File: config.mk
export PLATFORM = sky130hd
export DESIGN_NAME = adc_output_and_power_control
export DESIGN_NICKNAME = d
export VERILOG_FILES = /design/src/rtl/adc_output_and_power_control.v /design/src/rtl/sample_ram.v
export VERILOG_INCLUDE_DIRS = /design/src /design/src/rtl
export SDC_FILE = /design/constraint.sdc
export NUM_CORES = 1
export LEC_CHECK = 0
export BUFFER_PORTS_ARGS = -buffer_cell sky130_fd_sc_hd__buf_2
export CAP_MARGIN = 20
export CORE_UTILIZATION = 45
export CTS_CLUSTER_SIZE = 8
export DETAILED_ROUTE_END_ITERATION = 7
export GPL_TIMING_DRIVEN = 0
export HOLD_SLACK_MARGIN = 0.03
export SKIP_CTS_REPAIR_TIMING = 1
export SLEW_MARGIN = 20
export SYNTH_ARGS = -nofsm -noshare
export SYNTH_HDL_FRONTEND = slang
export SYNTH_SLANG_ARGS = --single-unit
File: constraint.sdc
create_clock -name clock -period 3.8 [get_ports clock]
set_input_delay 0.19 -clock clock [delete_from_list [all_inputs] [get_ports clock]]
set_output_delay 0.19 -clock clock [all_outputs]
set_load 0.02 [all_outputs]
File: src/rtl/adc_out_regs.vh
// Register offsets, field positions, reset values and timing counts
`ifndef ADC_OUT_REGS_VH
`define ADC_OUT_REGS_VH

// Clock
`define CLK_PERIOD_NS      100

// APB byte offsets
`define OFS_CTRL           8'h00
`define OFS_STATUS         8'h04
`define OFS_IRQ_STATUS     8'h08
`define OFS_IRQ_ENABLE     8'h0c
`define OFS_IRQ_CLEAR      8'h10
`define OFS_LAST_SAMPLE    8'h14

// Control register fields
`define CTRL_PWRDN_BIT     0
`define CTRL_DLL_OFF_BIT   1
`define CTRL_RESET         2'h0

// Status register fields
`define ST_AUTO_PD_BIT     0
`define ST_PD_ACTIVE_BIT   1
`define ST_DLL_ON_BIT      2
`define ST_FMT_LO_BIT      4
`define ST_OE_PIN_BIT      6
`define ST_HW_RESET_BIT    7

// Interrupt fields
`define IRQ_W              3
`define IRQ_SLOW_BIT       0
`define IRQ_RANGE_BIT      1
`define IRQ_HWRST_BIT      2
`define IRQ_RESET          3'h0

// Format select: bit 1 chooses two's complement, bit 0 latching on falling edge
`define FMT_TWOS_BIT       1
`define FMT_FALL_BIT       0

// Sample codes
`define SAMPLE_W           14
`define CODE_POS_FS        14'h3fff
`define CODE_NEG_FS        14'h0000

// Pipeline latency in whole sample-clock falls (half cycle added on rise)
`define PIPE_LATENCY       17
`define PIPE_AW            5

// Slow-clock limit: a sample period longer than this means below 2 Msps
`define SLOW_PERIOD_NS     500
`define SLOW_LIMIT_CYC     (`SLOW_PERIOD_NS / `CLK_PERIOD_NS)

// Hardware reset pulse minimum width
`define HWRST_MIN_NS       2000
`define HWRST_MIN_CYC      ((`HWRST_MIN_NS + `CLK_PERIOD_NS - 1) / `CLK_PERIOD_NS)

`endif

File: src/rtl/adc_output_and_power_control.v
// Output formatting, power-down and mode control of the sampling converter
//
// The register offsets and the APB interface to the registers were left to the implementer.
`timescale 1ns/1ps
`default_nettype none
`include "adc_out_regs.vh"

// Behaviour
// - Power down by itself when the sample clock period exceeds the 2 Msps limit.
// - Software power-down bit puts data, over-range and data-ready outputs into high impedance; irq and the APB outputs stay driven.
// - Delay loop is on after reset; only the control bit turns it off.
// - Each sample is a 14-bit parallel word, bit 13 most significant.
// - Over-range flag is one exactly when a pipeline word sits at a full-scale code; the 0x0000 word left by reset leaves it zero.
// - Format pins pick coding and data-ready clock latching edge, four modes.
// - Output enable low puts data, over-range and data-ready outputs high impedance.
// - Positive overdrive gives 0x3fff offset binary, 0x1fff two's complement.
// - Negative overdrive gives 0x0000 offset binary, 0x2000 two's complement.
// - Conversion starts on a falling edge; word appears 17.5 cycles later.
// - A reset pin pulse of 2 us restores mode defaults and drives data low.
module adc_output_and_power_control #(
   parameter SLOW_LIMIT_CYC = `SLOW_LIMIT_CYC,
   parameter HWRST_MIN_CYC  = `HWRST_MIN_CYC,
   parameter LATENCY        = `PIPE_LATENCY
) (
   // System clock and reset
   input  wire        clock,
   input  wire        nrst,
   // APB slave
   input  wire        psel,
   input  wire        penable,
   input  wire        pwrite,
   input  wire [7:0]  paddr,
   input  wire [31:0] pwdata,
   output wire        pready,
   output wire        pslverr,
   output reg  [31:0] prdata,
   // Sample clock and analog core results (asynchronous)
   input  wire        sample_clk,
   input  wire [13:0] core_sample,
   input  wire        overdrive_pos,
   input  wire        overdrive_neg,
   // Mode pins (asynchronous)
   input  wire [1:0]  format_select_pin,
   input  wire        output_enable,
   input  wire        hw_reset,
   // Parallel output pins, enables low while driving
   output reg  [13:0] sample_out,
   output reg  [13:0] sample_oe_n,
   output reg         over_range_flag,
   output reg         over_range_oe_n,
   output reg         data_ready_clock,
   output reg         data_ready_oe_n,
   // Interrupt
   output wire        irq
);

   localparam CW = 16;

   ////////////////////////////////////////////////////////////////////////////////
   // Functions

   function [13:0] fmt_code;
      input [13:0] ob;
      input        twos;
      begin
         fmt_code = twos ? {~ob[13], ob[12:0]} : ob;
      end
   endfunction

   function at_full_scale;
      input [13:0] ob;
      begin
         at_full_scale = (ob == `CODE_POS_FS) || (ob == `CODE_NEG_FS);
      end
   endfunction

   ////////////////////////////////////////////////////////////////////////////////
   // Synchronisers

   reg        sclk_s1_reg;
   reg        sclk_s2_reg;
   reg        sclk_d_reg;
   reg [15:0] core_s1_reg;
   reg [15:0] core_s2_reg;
   reg [3:0]  pin_s1_reg;
   reg [3:0]  pin_s2_reg;

   always @(posedge clock) begin
      if (!nrst) begin
         sclk_s1_reg <= 1'b0;
         sclk_s2_reg <= 1'b0;
         sclk_d_reg  <= 1'b0;
         core_s1_reg <= 16'h0000;
         core_s2_reg <= 16'h0000;
         pin_s1_reg  <= 4'h0;
         pin_s2_reg  <= 4'h0;
      end else begin
         sclk_s1_reg <= sample_clk;
         sclk_s2_reg <= sclk_s1_reg;
         sclk_d_reg  <= sclk_s2_reg;
         core_s1_reg <= {overdrive_neg, overdrive_pos, core_sample};
         core_s2_reg <= core_s1_reg;
         pin_s1_reg  <= {hw_reset, output_enable, format_select_pin};
         pin_s2_reg  <= pin_s1_reg;
      end
   end

   wire       sclk_rise = sclk_s2_reg & ~sclk_d_reg;
   wire       sclk_fall = ~sclk_s2_reg & sclk_d_reg;
   wire [1:0] fmt       = pin_s2_reg[1:0];
   wire       oe_pin    = pin_s2_reg[2];
   wire       hwrst_pin = pin_s2_reg[3];

   ////////////////////////////////////////////////////////////////////////////////
   // Hardware reset pulse qualification

   reg [CW-1:0] hwrst_cnt_reg;
   reg          hwrst_hit_reg;

   always @(posedge clock) begin
      if (!nrst) begin
         hwrst_cnt_reg <= {CW{1'b0}};
         hwrst_hit_reg <= 1'b0;
      end else if (!hwrst_pin) begin
         hwrst_cnt_reg <= {CW{1'b0}};
         hwrst_hit_reg <= 1'b0;
      end else if (hwrst_cnt_reg < HWRST_MIN_CYC[CW-1:0]) begin
         hwrst_cnt_reg <= hwrst_cnt_reg + 1'b1;
         hwrst_hit_reg <= (hwrst_cnt_reg == HWRST_MIN_CYC[CW-1:0] - 1'b1);
      end else begin
         hwrst_hit_reg <= 1'b0;
      end
   end

   // Held long enough and still high
   wire hwrst_active = hwrst_pin && (hwrst_cnt_reg >= HWRST_MIN_CYC[CW-1:0]);

   ////////////////////////////////////////////////////////////////////////////////
   // Slow or absent sample clock detection

   reg [CW-1:0] period_cnt_reg;
   reg          slow_reg;

   always @(posedge clock) begin
      if (!nrst) begin
         period_cnt_reg <= {CW{1'b0}};
         slow_reg       <= 1'b1;
      end else if (sclk_rise) begin
         period_cnt_reg <= {CW{1'b0}};
         slow_reg       <= (period_cnt_reg >= SLOW_LIMIT_CYC[CW-1:0]);
      end else if (period_cnt_reg < SLOW_LIMIT_CYC[CW-1:0]) begin
         period_cnt_reg <= period_cnt_reg + 1'b1;
      end else begin
         slow_reg <= 1'b1;
      end
   end

   wire slow_enter = slow_reg == 1'b0 && period_cnt_reg >= SLOW_LIMIT_CYC[CW-1:0]
                     && !sclk_rise;

   ////////////////////////////////////////////////////////////////////////////////
   // APB register file

   reg  [1:0]          ctrl_reg;
   reg  [`IRQ_W-1:0]   irq_status_reg;
   reg  [`IRQ_W-1:0]   irq_enable_reg;
   wire [`IRQ_W-1:0]   irq_event;
   reg  [`IRQ_W-1:0]   irq_clear;
   reg  [13:0]         last_sample_reg;
   reg                 addr_ok;

   wire apb_wr = psel & penable & pwrite;
   wire pd_bit = ctrl_reg[`CTRL_PWRDN_BIT];
   wire pd_active = pd_bit | slow_reg;

   assign pready  = 1'b1;
   assign pslverr = psel & penable & ~addr_ok;

   always @* begin
      addr_ok = 1'b1;
      prdata  = 32'h0000_0000;
      case (paddr)
         `OFS_CTRL: begin
            prdata[1:0] = ctrl_reg;
         end
         `OFS_STATUS: begin
            prdata[`ST_AUTO_PD_BIT]   = slow_reg;
            prdata[`ST_PD_ACTIVE_BIT] = pd_active;
            prdata[`ST_DLL_ON_BIT]    = ~ctrl_reg[`CTRL_DLL_OFF_BIT];
            prdata[`ST_FMT_LO_BIT+1:`ST_FMT_LO_BIT] = fmt;
            prdata[`ST_OE_PIN_BIT]    = oe_pin;
            prdata[`ST_HW_RESET_BIT]  = hwrst_active;
         end
         `OFS_IRQ_STATUS: begin
            prdata[`IRQ_W-1:0] = irq_status_reg;
         end
         `OFS_IRQ_ENABLE: begin
            prdata[`IRQ_W-1:0] = irq_enable_reg;
         end
         `OFS_IRQ_CLEAR: begin
            prdata = 32'h0000_0000;
         end
         `OFS_LAST_SAMPLE: begin
            prdata[13:0] = last_sample_reg;
         end
         default: begin
            addr_ok = 1'b0;
         end
      endcase
   end

   always @* begin
      irq_clear = {`IRQ_W{1'b0}};
      if (apb_wr && paddr == `OFS_IRQ_CLEAR) begin
         irq_clear = pwdata[`IRQ_W-1:0];
      end
   end

   always @(posedge clock) begin
      if (!nrst) begin
         ctrl_reg       <= `CTRL_RESET;
         irq_status_reg <= `IRQ_RESET;
         irq_enable_reg <= `IRQ_RESET;
      end else begin
         if (hwrst_active) begin
            ctrl_reg <= `CTRL_RESET;
         end else if (apb_wr && paddr == `OFS_CTRL) begin
            ctrl_reg <= pwdata[1:0];
         end
         if (apb_wr && paddr == `OFS_IRQ_ENABLE) begin
            irq_enable_reg <= pwdata[`IRQ_W-1:0];
         end
         // Set wins over a clear in the same cycle
         irq_status_reg <= (irq_status_reg & ~irq_clear) | irq_event;
      end
   end

   assign irq = |(irq_status_reg & irq_enable_reg);

   ////////////////////////////////////////////////////////////////////////////////
   // Conversion pipeline

   reg  [`PIPE_AW-1:0] wr_ptr_reg;
   reg  [CW-1:0]       fill_reg;
   reg                 load_reg;
   wire [13:0]         ram_q;
   wire                run = ~pd_active & ~hwrst_active;
   wire                capture = run & sclk_fall;
   wire                fetch = run & sclk_rise & (fill_reg > LATENCY[CW-1:0]);
   wire [`PIPE_AW-1:0] rd_ptr = wr_ptr_reg - 1'b1 - LATENCY[`PIPE_AW-1:0];
   wire                od_pos = core_s2_reg[14];
   wire                od_neg = core_s2_reg[15];
   reg  [13:0]         clamped;

   always @* begin
      clamped = core_s2_reg[13:0];
      if (od_pos) begin
         clamped = `CODE_POS_FS;
      end else if (od_neg) begin
         clamped = `CODE_NEG_FS;
      end
   end

   sample_ram #(
      .WIDTH (14),
      .AW    (`PIPE_AW)
   ) u_ram (
      .clock   (clock),
      .wr_en   (capture),
      .wr_addr (wr_ptr_reg),
      .wr_data (clamped),
      .rd_en   (fetch),
      .rd_addr (rd_ptr),
      .rd_data (ram_q)
   );

   always @(posedge clock) begin
      if (!nrst || !run) begin
         wr_ptr_reg <= {`PIPE_AW{1'b0}};
         fill_reg   <= {CW{1'b0}};
         load_reg   <= 1'b0;
      end else begin
         load_reg <= fetch;
         if (capture) begin
            wr_ptr_reg <= wr_ptr_reg + 1'b1;
            if (fill_reg < LATENCY[CW-1:0] + 1'b1) begin
               fill_reg <= fill_reg + 1'b1;
            end
         end
      end
   end

   assign irq_event[`IRQ_SLOW_BIT]  = slow_enter;
   assign irq_event[`IRQ_RANGE_BIT] = load_reg & at_full_scale(ram_q);
   assign irq_event[`IRQ_HWRST_BIT] = hwrst_hit_reg;

   ////////////////////////////////////////////////////////////////////////////////
   // Output pins

   wire outputs_off = pd_active | ~oe_pin;

   always @(posedge clock) begin
      if (!nrst || hwrst_active) begin
         sample_out       <= 14'h0000;
         over_range_flag  <= 1'b0;
         last_sample_reg  <= 14'h0000;
         data_ready_clock <= 1'b0;
      end else begin
         if (load_reg) begin
            sample_out      <= fmt_code(ram_q, fmt[`FMT_TWOS_BIT]);
            over_range_flag <= at_full_scale(ram_q);
            last_sample_reg <= ram_q;
         end
         // Falling-edge mode: data moves on the rise, stable at the fall
         data_ready_clock <= fmt[`FMT_FALL_BIT] ? sclk_d_reg : ~sclk_d_reg;
      end
   end

   always @(posedge clock) begin
      if (!nrst) begin
         sample_oe_n     <= 14'h3fff;
         over_range_oe_n <= 1'b1;
         data_ready_oe_n <= 1'b1;
      end else begin
         sample_oe_n     <= {14{outputs_off}};
         over_range_oe_n <= outputs_off;
         data_ready_oe_n <= outputs_off;
      end
   end

endmodule

`default_nettype wire

File: src/rtl/sample_ram.v
// Small dual-port memory holding samples in flight through the pipeline
`timescale 1ns/1ps
`default_nettype none

module sample_ram #(
   parameter WIDTH = 14,
   parameter AW    = 5
) (
   // Clock
   input  wire             clock,
   // Write port
   input  wire             wr_en,
   input  wire [AW-1:0]    wr_addr,
   input  wire [WIDTH-1:0] wr_data,
   // Read port, data registered
   input  wire             rd_en,
   input  wire [AW-1:0]    rd_addr,
   output reg  [WIDTH-1:0] rd_data
);

   reg [WIDTH-1:0] mem [0:(1<<AW)-1];

   always @(posedge clock) begin
      if (wr_en) begin
         mem[wr_addr] <= wr_data;
      end
      if (rd_en) begin
         rd_data <= mem[rd_addr];
      end
   end

endmodule

`default_nettype wire

== Yosys cells after proc, flatten, opt, wreduce, memory -nomap -nowiden ==
Memory sizes are Yosys's and may differ from the RTL's. A register that Yosys moved wholly into a read port is not among the register bits.
Cells that the tools add are included.

* Bits in writable memories: 448
* Memories kept: 1
* Word-level logic and storage cells: 106
* Output and inout bits: 67
* Bits of input ports: 66
* Bits in registers: 139

* $lt $le $gt $ge: 6
* Eq/ne operators: 8
* Add/sub/neg operators: 6
* Muxes and demuxes: 15
* Reductions and logical operators: 21
* Bitwise operators: 26

{| class="wikitable"
|+ Memories
! name !! depth !! width !! read ports !! clocked after memory_dff !! write ports !! line !! RTL
|-
| u_ram.mem || 32 || 14 || 1 || 1 || 1 || sample_ram.v:21 || <nowiki>reg [WIDTH-1:0] mem [0:(1<<AW)-1];</nowiki>
|}

{| class="wikitable"
|+ Operators by type and width
! operator !! count
|-
| 16-bit by 1-bit adder with 16-bit output, second input constant || 3
|-
| 14-bit 2-to-1 mux || 3
|-
| 16-bit by 5-bit less-than comparator with 1-bit output, second input constant || 2
|-
| 16-bit by 5-bit == test with 1-bit output, second input constant || 1
|-
| 8-bit by 4-bit == test with 1-bit output, second input constant || 2
|-
| 8-bit by 5-bit == test with 1-bit output, second input constant || 2
|-
| 16-bit by 3-bit greater-or-equal comparator with 1-bit output, second input constant || 1
|-
| 16-bit by 5-bit greater-or-equal comparator with 1-bit output, second input constant || 1
|-
| 16-bit by 5-bit > comparator with 1-bit output, second input constant || 1
|-
| 16-bit by 3-bit less-than comparator with 1-bit output, second input constant || 1
|-
| 14-bit == test, second input constant || 1
|-
| 14-bit zero test || 1
|-
| 1-bit AND || 10
|-
| 1-bit inverter || 10
|-
| 2-bit one-hot mux with 5 select lines || 1
|-
| 8-bit by 3-bit == test with 1-bit output, second input constant || 1
|-
| 8-bit zero test || 1
|-
| 4-bit one-hot mux with 2 select lines || 1
|-
| 1-bit 2-to-1 mux || 7
|-
| 3-bit AND || 2
|-
| 1-bit logical AND || 6
|-
| 6-bit 2-to-1 mux || 1
|-
| 6-bit OR reduction || 1
|-
| 5-bit by 1-bit adder with 5-bit output, second input constant || 1
|-
| other kinds (14) || 21
|}

== Longest topological paths before layout ==
* Depth in word-level cells: 7
* Gate-level depth with buffers: 14
* Mapped depth without buffers: 7

== Cells and area by module ==
Synthesis repeated with hierarchy kept, for this count alone.

* Cells, all modules: 1540
* Area, all modules: 23259.8 sq um

{| class="wikitable"
|+ Modules (own cells, without submodules)
! module !! seq. area each (sq um) !! instances !! cells each !! area each (sq um)
|-
| sample_ram || 13873.3 || 1 || 1006 || 18151.2
|-
| adc_output_and_power_control || 2502.4 || 1 || 534 || 5108.6
|}

== Least setup slack after synthesis ==
Ideal clock, no wire load.

* Path type: flip-flop to flip-flop
* Start point: register wr_ptr_reg[1]
* End point: register u_ram.rd_data[6], read port of u_ram.mem (data pin)
* Stages on the path, launching flop included: 13
* Data arrival time: 2794 ps
* Buffers on the path: 7
* Data required time: 3524 ps
* Clock period less this slack: 3070 ps
* Library setup time: 276 ps
* Slack: 730 ps
* Path through: dfxtp_1 -> buf_4 -> buf_6 -> buf_6 -> buf_2 -> inv_1 -> ha_1 -> clkbuf_1 -> buf_2 -> clkbuf_1 -> mux4_2 -> mux2i_1 -> a21boi_0

* Word-level cells in the longest chain between the ends: 2

{| class="wikitable"
|+ RTL lines
! what !! line !! RTL
|-
| start: declaration || adc_output_and_power_control.v:243 || <nowiki>reg [`PIPE_AW-1:0] wr_ptr_reg;</nowiki>
|-
| start signal: assignment || adc_output_and_power_control.v:279 || <nowiki>wr_ptr_reg <= {`PIPE_AW{1'b0}};</nowiki>
|-
| start signal: assignment || adc_output_and_power_control.v:285 || <nowiki>wr_ptr_reg <= wr_ptr_reg + 1'b1;</nowiki>
|-
| 5-bit by 1-bit subtractor with 5-bit output || adc_output_and_power_control.v:250 || <nowiki>wire [`PIPE_AW-1:0] rd_ptr = wr_ptr_reg - 1'b1 - LATENCY[`PIPE_AW-1:0];</nowiki>
|-
| 5-bit subtractor || adc_output_and_power_control.v:250 ||
|-
| end: declaration || sample_ram.v:18 || <nowiki>output reg [WIDTH-1:0] rd_data</nowiki>
|}

No other way between the ends.
A chain may end at the register's enable or synchronous reset.

== Worst setup path after layout ==
* Start point: register wr_ptr_reg[1]
* End point: register u_ram.rd_data[10], read port of u_ram.mem (data pin)

The elaborated chain is that of the path after synthesis.

==> impl_metrics.toml <==
[run_status]
status = "finished, final reports clean"

[layout]
fin_cells = 2293
largest_register = "u_ram.mem"
layout-drive-gt1-share = 0.2838
area_growth_pct = 19.08
largest_register_ffs = 448
layout_commonest_cell = "edfxtp_1"
n_antenna_cell = 0
multiInputGateArea_um2 = 5974
regArea_um2 = 16380
nNetsFinal = 1676
final_cell_mix = "edfxtp_1 (462), dfxtp_1 (124), mux2i_1 (106), buf_2 (92), clkbuf_16 (86)"
fillers = 3961
fin_util = 0.5432

[clock_tree]
clockRootBuffer = "clkbuf_16"
cts_tree = "done"
clk_pin_slew_ns = 0.05
cts_max_level = 3
cts_made_buffers = 83
clk_latency_ns = 0.62
cts_buffer_depth = 3
cts.sink_count = 587

[yosys]
seq_area_frac_synth = 0.7155
synth-seq-cells = 587
ys_types = 53
yosys_warnings = 0
ys_dominant_reg_cell = "edfxtp_1"
synth_compound_gate_area_share = 0.04647
yosys.area_share.xor_xnor = 0.004975
yosys.area_share.simple = 0.05926
synth_adder_area_share = 0.007654
synthArstFlopShare = 0
synth_cells = 1361
synthMuxAreaShare = 0.1315
syn-cell-area_um2 = 22890
syn_avg_cell_area_um2 = 16.82
synth_top_family_by_area = "multiplexers"
synth_edf_count = 462

[worst_setup_path]
cp-end-kind = "flop"
crit_fanout = 19
rr_worst_depth = 11
startpoint_type = "flop"
cp.required_ns = 4.23
critPathArrivalTime_ns = 4.13
crit_type = "flop to flop"

[timing]
fin_crit_ns = 3.701
finalMaxSlewViolations = 0
tightestPinTransition_ns = 1.102
period_share = 0.9740
finalHoldViolCount = 0
final.setup_skew_ns = 0.02456
max_freq_mhz = 270.2
slew_headroom = 0.2652
setup_viol = 0
timing.hold.ws_ns = 0.07668
rsz0062_at_grt = "no"

[place]
dp_hpwl_mm = 34.49
gp_congestion = 0.8695
port_buffers = 82
numPlacedInstances = 2160

[global_routing]
grt_max_degree = 33
use_met3 = 0.04530
track_usage = 0.2102
overflow = 0
grt_pass1_wl_mm = 78.24
grt_pass1_vias = 12346
use_met1 = 0.2800
antenna_found_initial = 1
busiest_layer = "met2"
met2_usage = 0.3336

[routing]
drc = 0
viasPerCell = 5.476
dr.pass1.iters = 7
detail-route-antenna-nets = 0
drt_wl_total_mm = 52.99
avgRoutedWirePerCell_um = 23.11
drt_iter0_drc = 1256
via_count = 12556

[floorplan]
fp.dieW_um = 227.5
die_area_um2 = 51770
start_util = 0.4562
die_h_um = 227.5
core_um2 = 50170
io_pins = 133
rows = 82

[power_and_ir_drop]
power_density_nw_per_um2 = 512.1
peakVddDrop_mv = 0.3302
p_leak_nw = 10.18
power_mw = 13.96

[run]
cap_violations = 0

[hold_path]
hp-class = "input pin to flop"
min_path_cells = 3
-- layer usage --
metal / vias to the layer above / part of all wire
met3: 96 / 0.060
met5: - / 0.00036
met4: 2 / 0.030
met2: 397 / 0.48
met1: 6369 / 0.43
li1: 5692 / -
-- report_power, final --
part / switching (mW) / total (mW) / internal, mW
logic: 0.209 / 0.296 / 0.0862
registers: 0.0125 / 7.00 / 6.98
clock network: 2.56 / 6.66 / 4.10
total: 2.78 / 14.0 / 11.2
-- worst paths after layout --
kind	start	endpoint	slack [ns]
max	wr_ptr_reg[1]	u_ram.rd_data[10]	0.1
min	paddr[4]	irq_status_reg[2]	0.08
max reg2reg	wr_ptr_reg[1]	u_ram.rd_data[10]	0.1
min reg2reg	core_s1_reg[3]	core_s2_reg[3]	0.42
-- cell families after synthesis --
family / count (synthesis)
and+or+nand+nor: 257
buffers and inverters: 132
DFF: 587
AOI/OAI and AO/OA: 135
other: 2
adders and majority gates: 14
muxes: 221
xor gates and xnor gates: 13
-- critical path, stage by stage, from the launching register on --
cell and delay (ns):
dfxtp_2 0.37, buf_8 0.18, buf_16 0.20, buf_8 0.20, inv_1 0.12, ha_2 0.43, clkbuf_4 0.28, buf_2 0.35
mux4_2 0.30, mux2i_1 0.08, a222oi_1 0.60, a21boi_2 0.37
-- area by class of cell --
cell class              instances  share of cell area
inverters                      15            0.002066
plain buffers                 115             0.02787
flip-flops and latches        587              0.6009
repair buffers                135             0.03448
clock inverters                 5            0.003076
well taps                     672             0.03085
clock buffers                 105             0.08158
multi-input cells             659              0.2192
-- metrics by stage --
step	setup TNS [ns]	worst slack (ns)	instance area (um^2)
2_1_floorplan	0	0.7299	22950
3_3_place_gp	-131.30	-0.8849	24200
3_5_place_dp	-10.17	-0.9230	24610
4_1_cts	-10.39	-0.9385	26920
5_1_grt	0	0.06052	27250
6_report	0	0.09889	27250
-- synthesized netlist by cell type, drive strengths merged, types with 15 or more instances --
library cell  instances  area (um^2)
dfxtp               125         2502
a222oi               15        150.1
nand2                26        97.59
and3                 36        225.2
mux2i               106         1061
and2                 50        312.8
a221o                28        280.3
mux4                 58         1306
inv                  15        56.30
buf                  79        585.6
a21boi               15        112.6
mux2                 57        641.9
edfxtp              462        13870
clkbuf               38        143.9
nor2                 65        244.0
nor3                 26        130.1
o22ai                29        181.4
(Power assumes the default switching activity.)
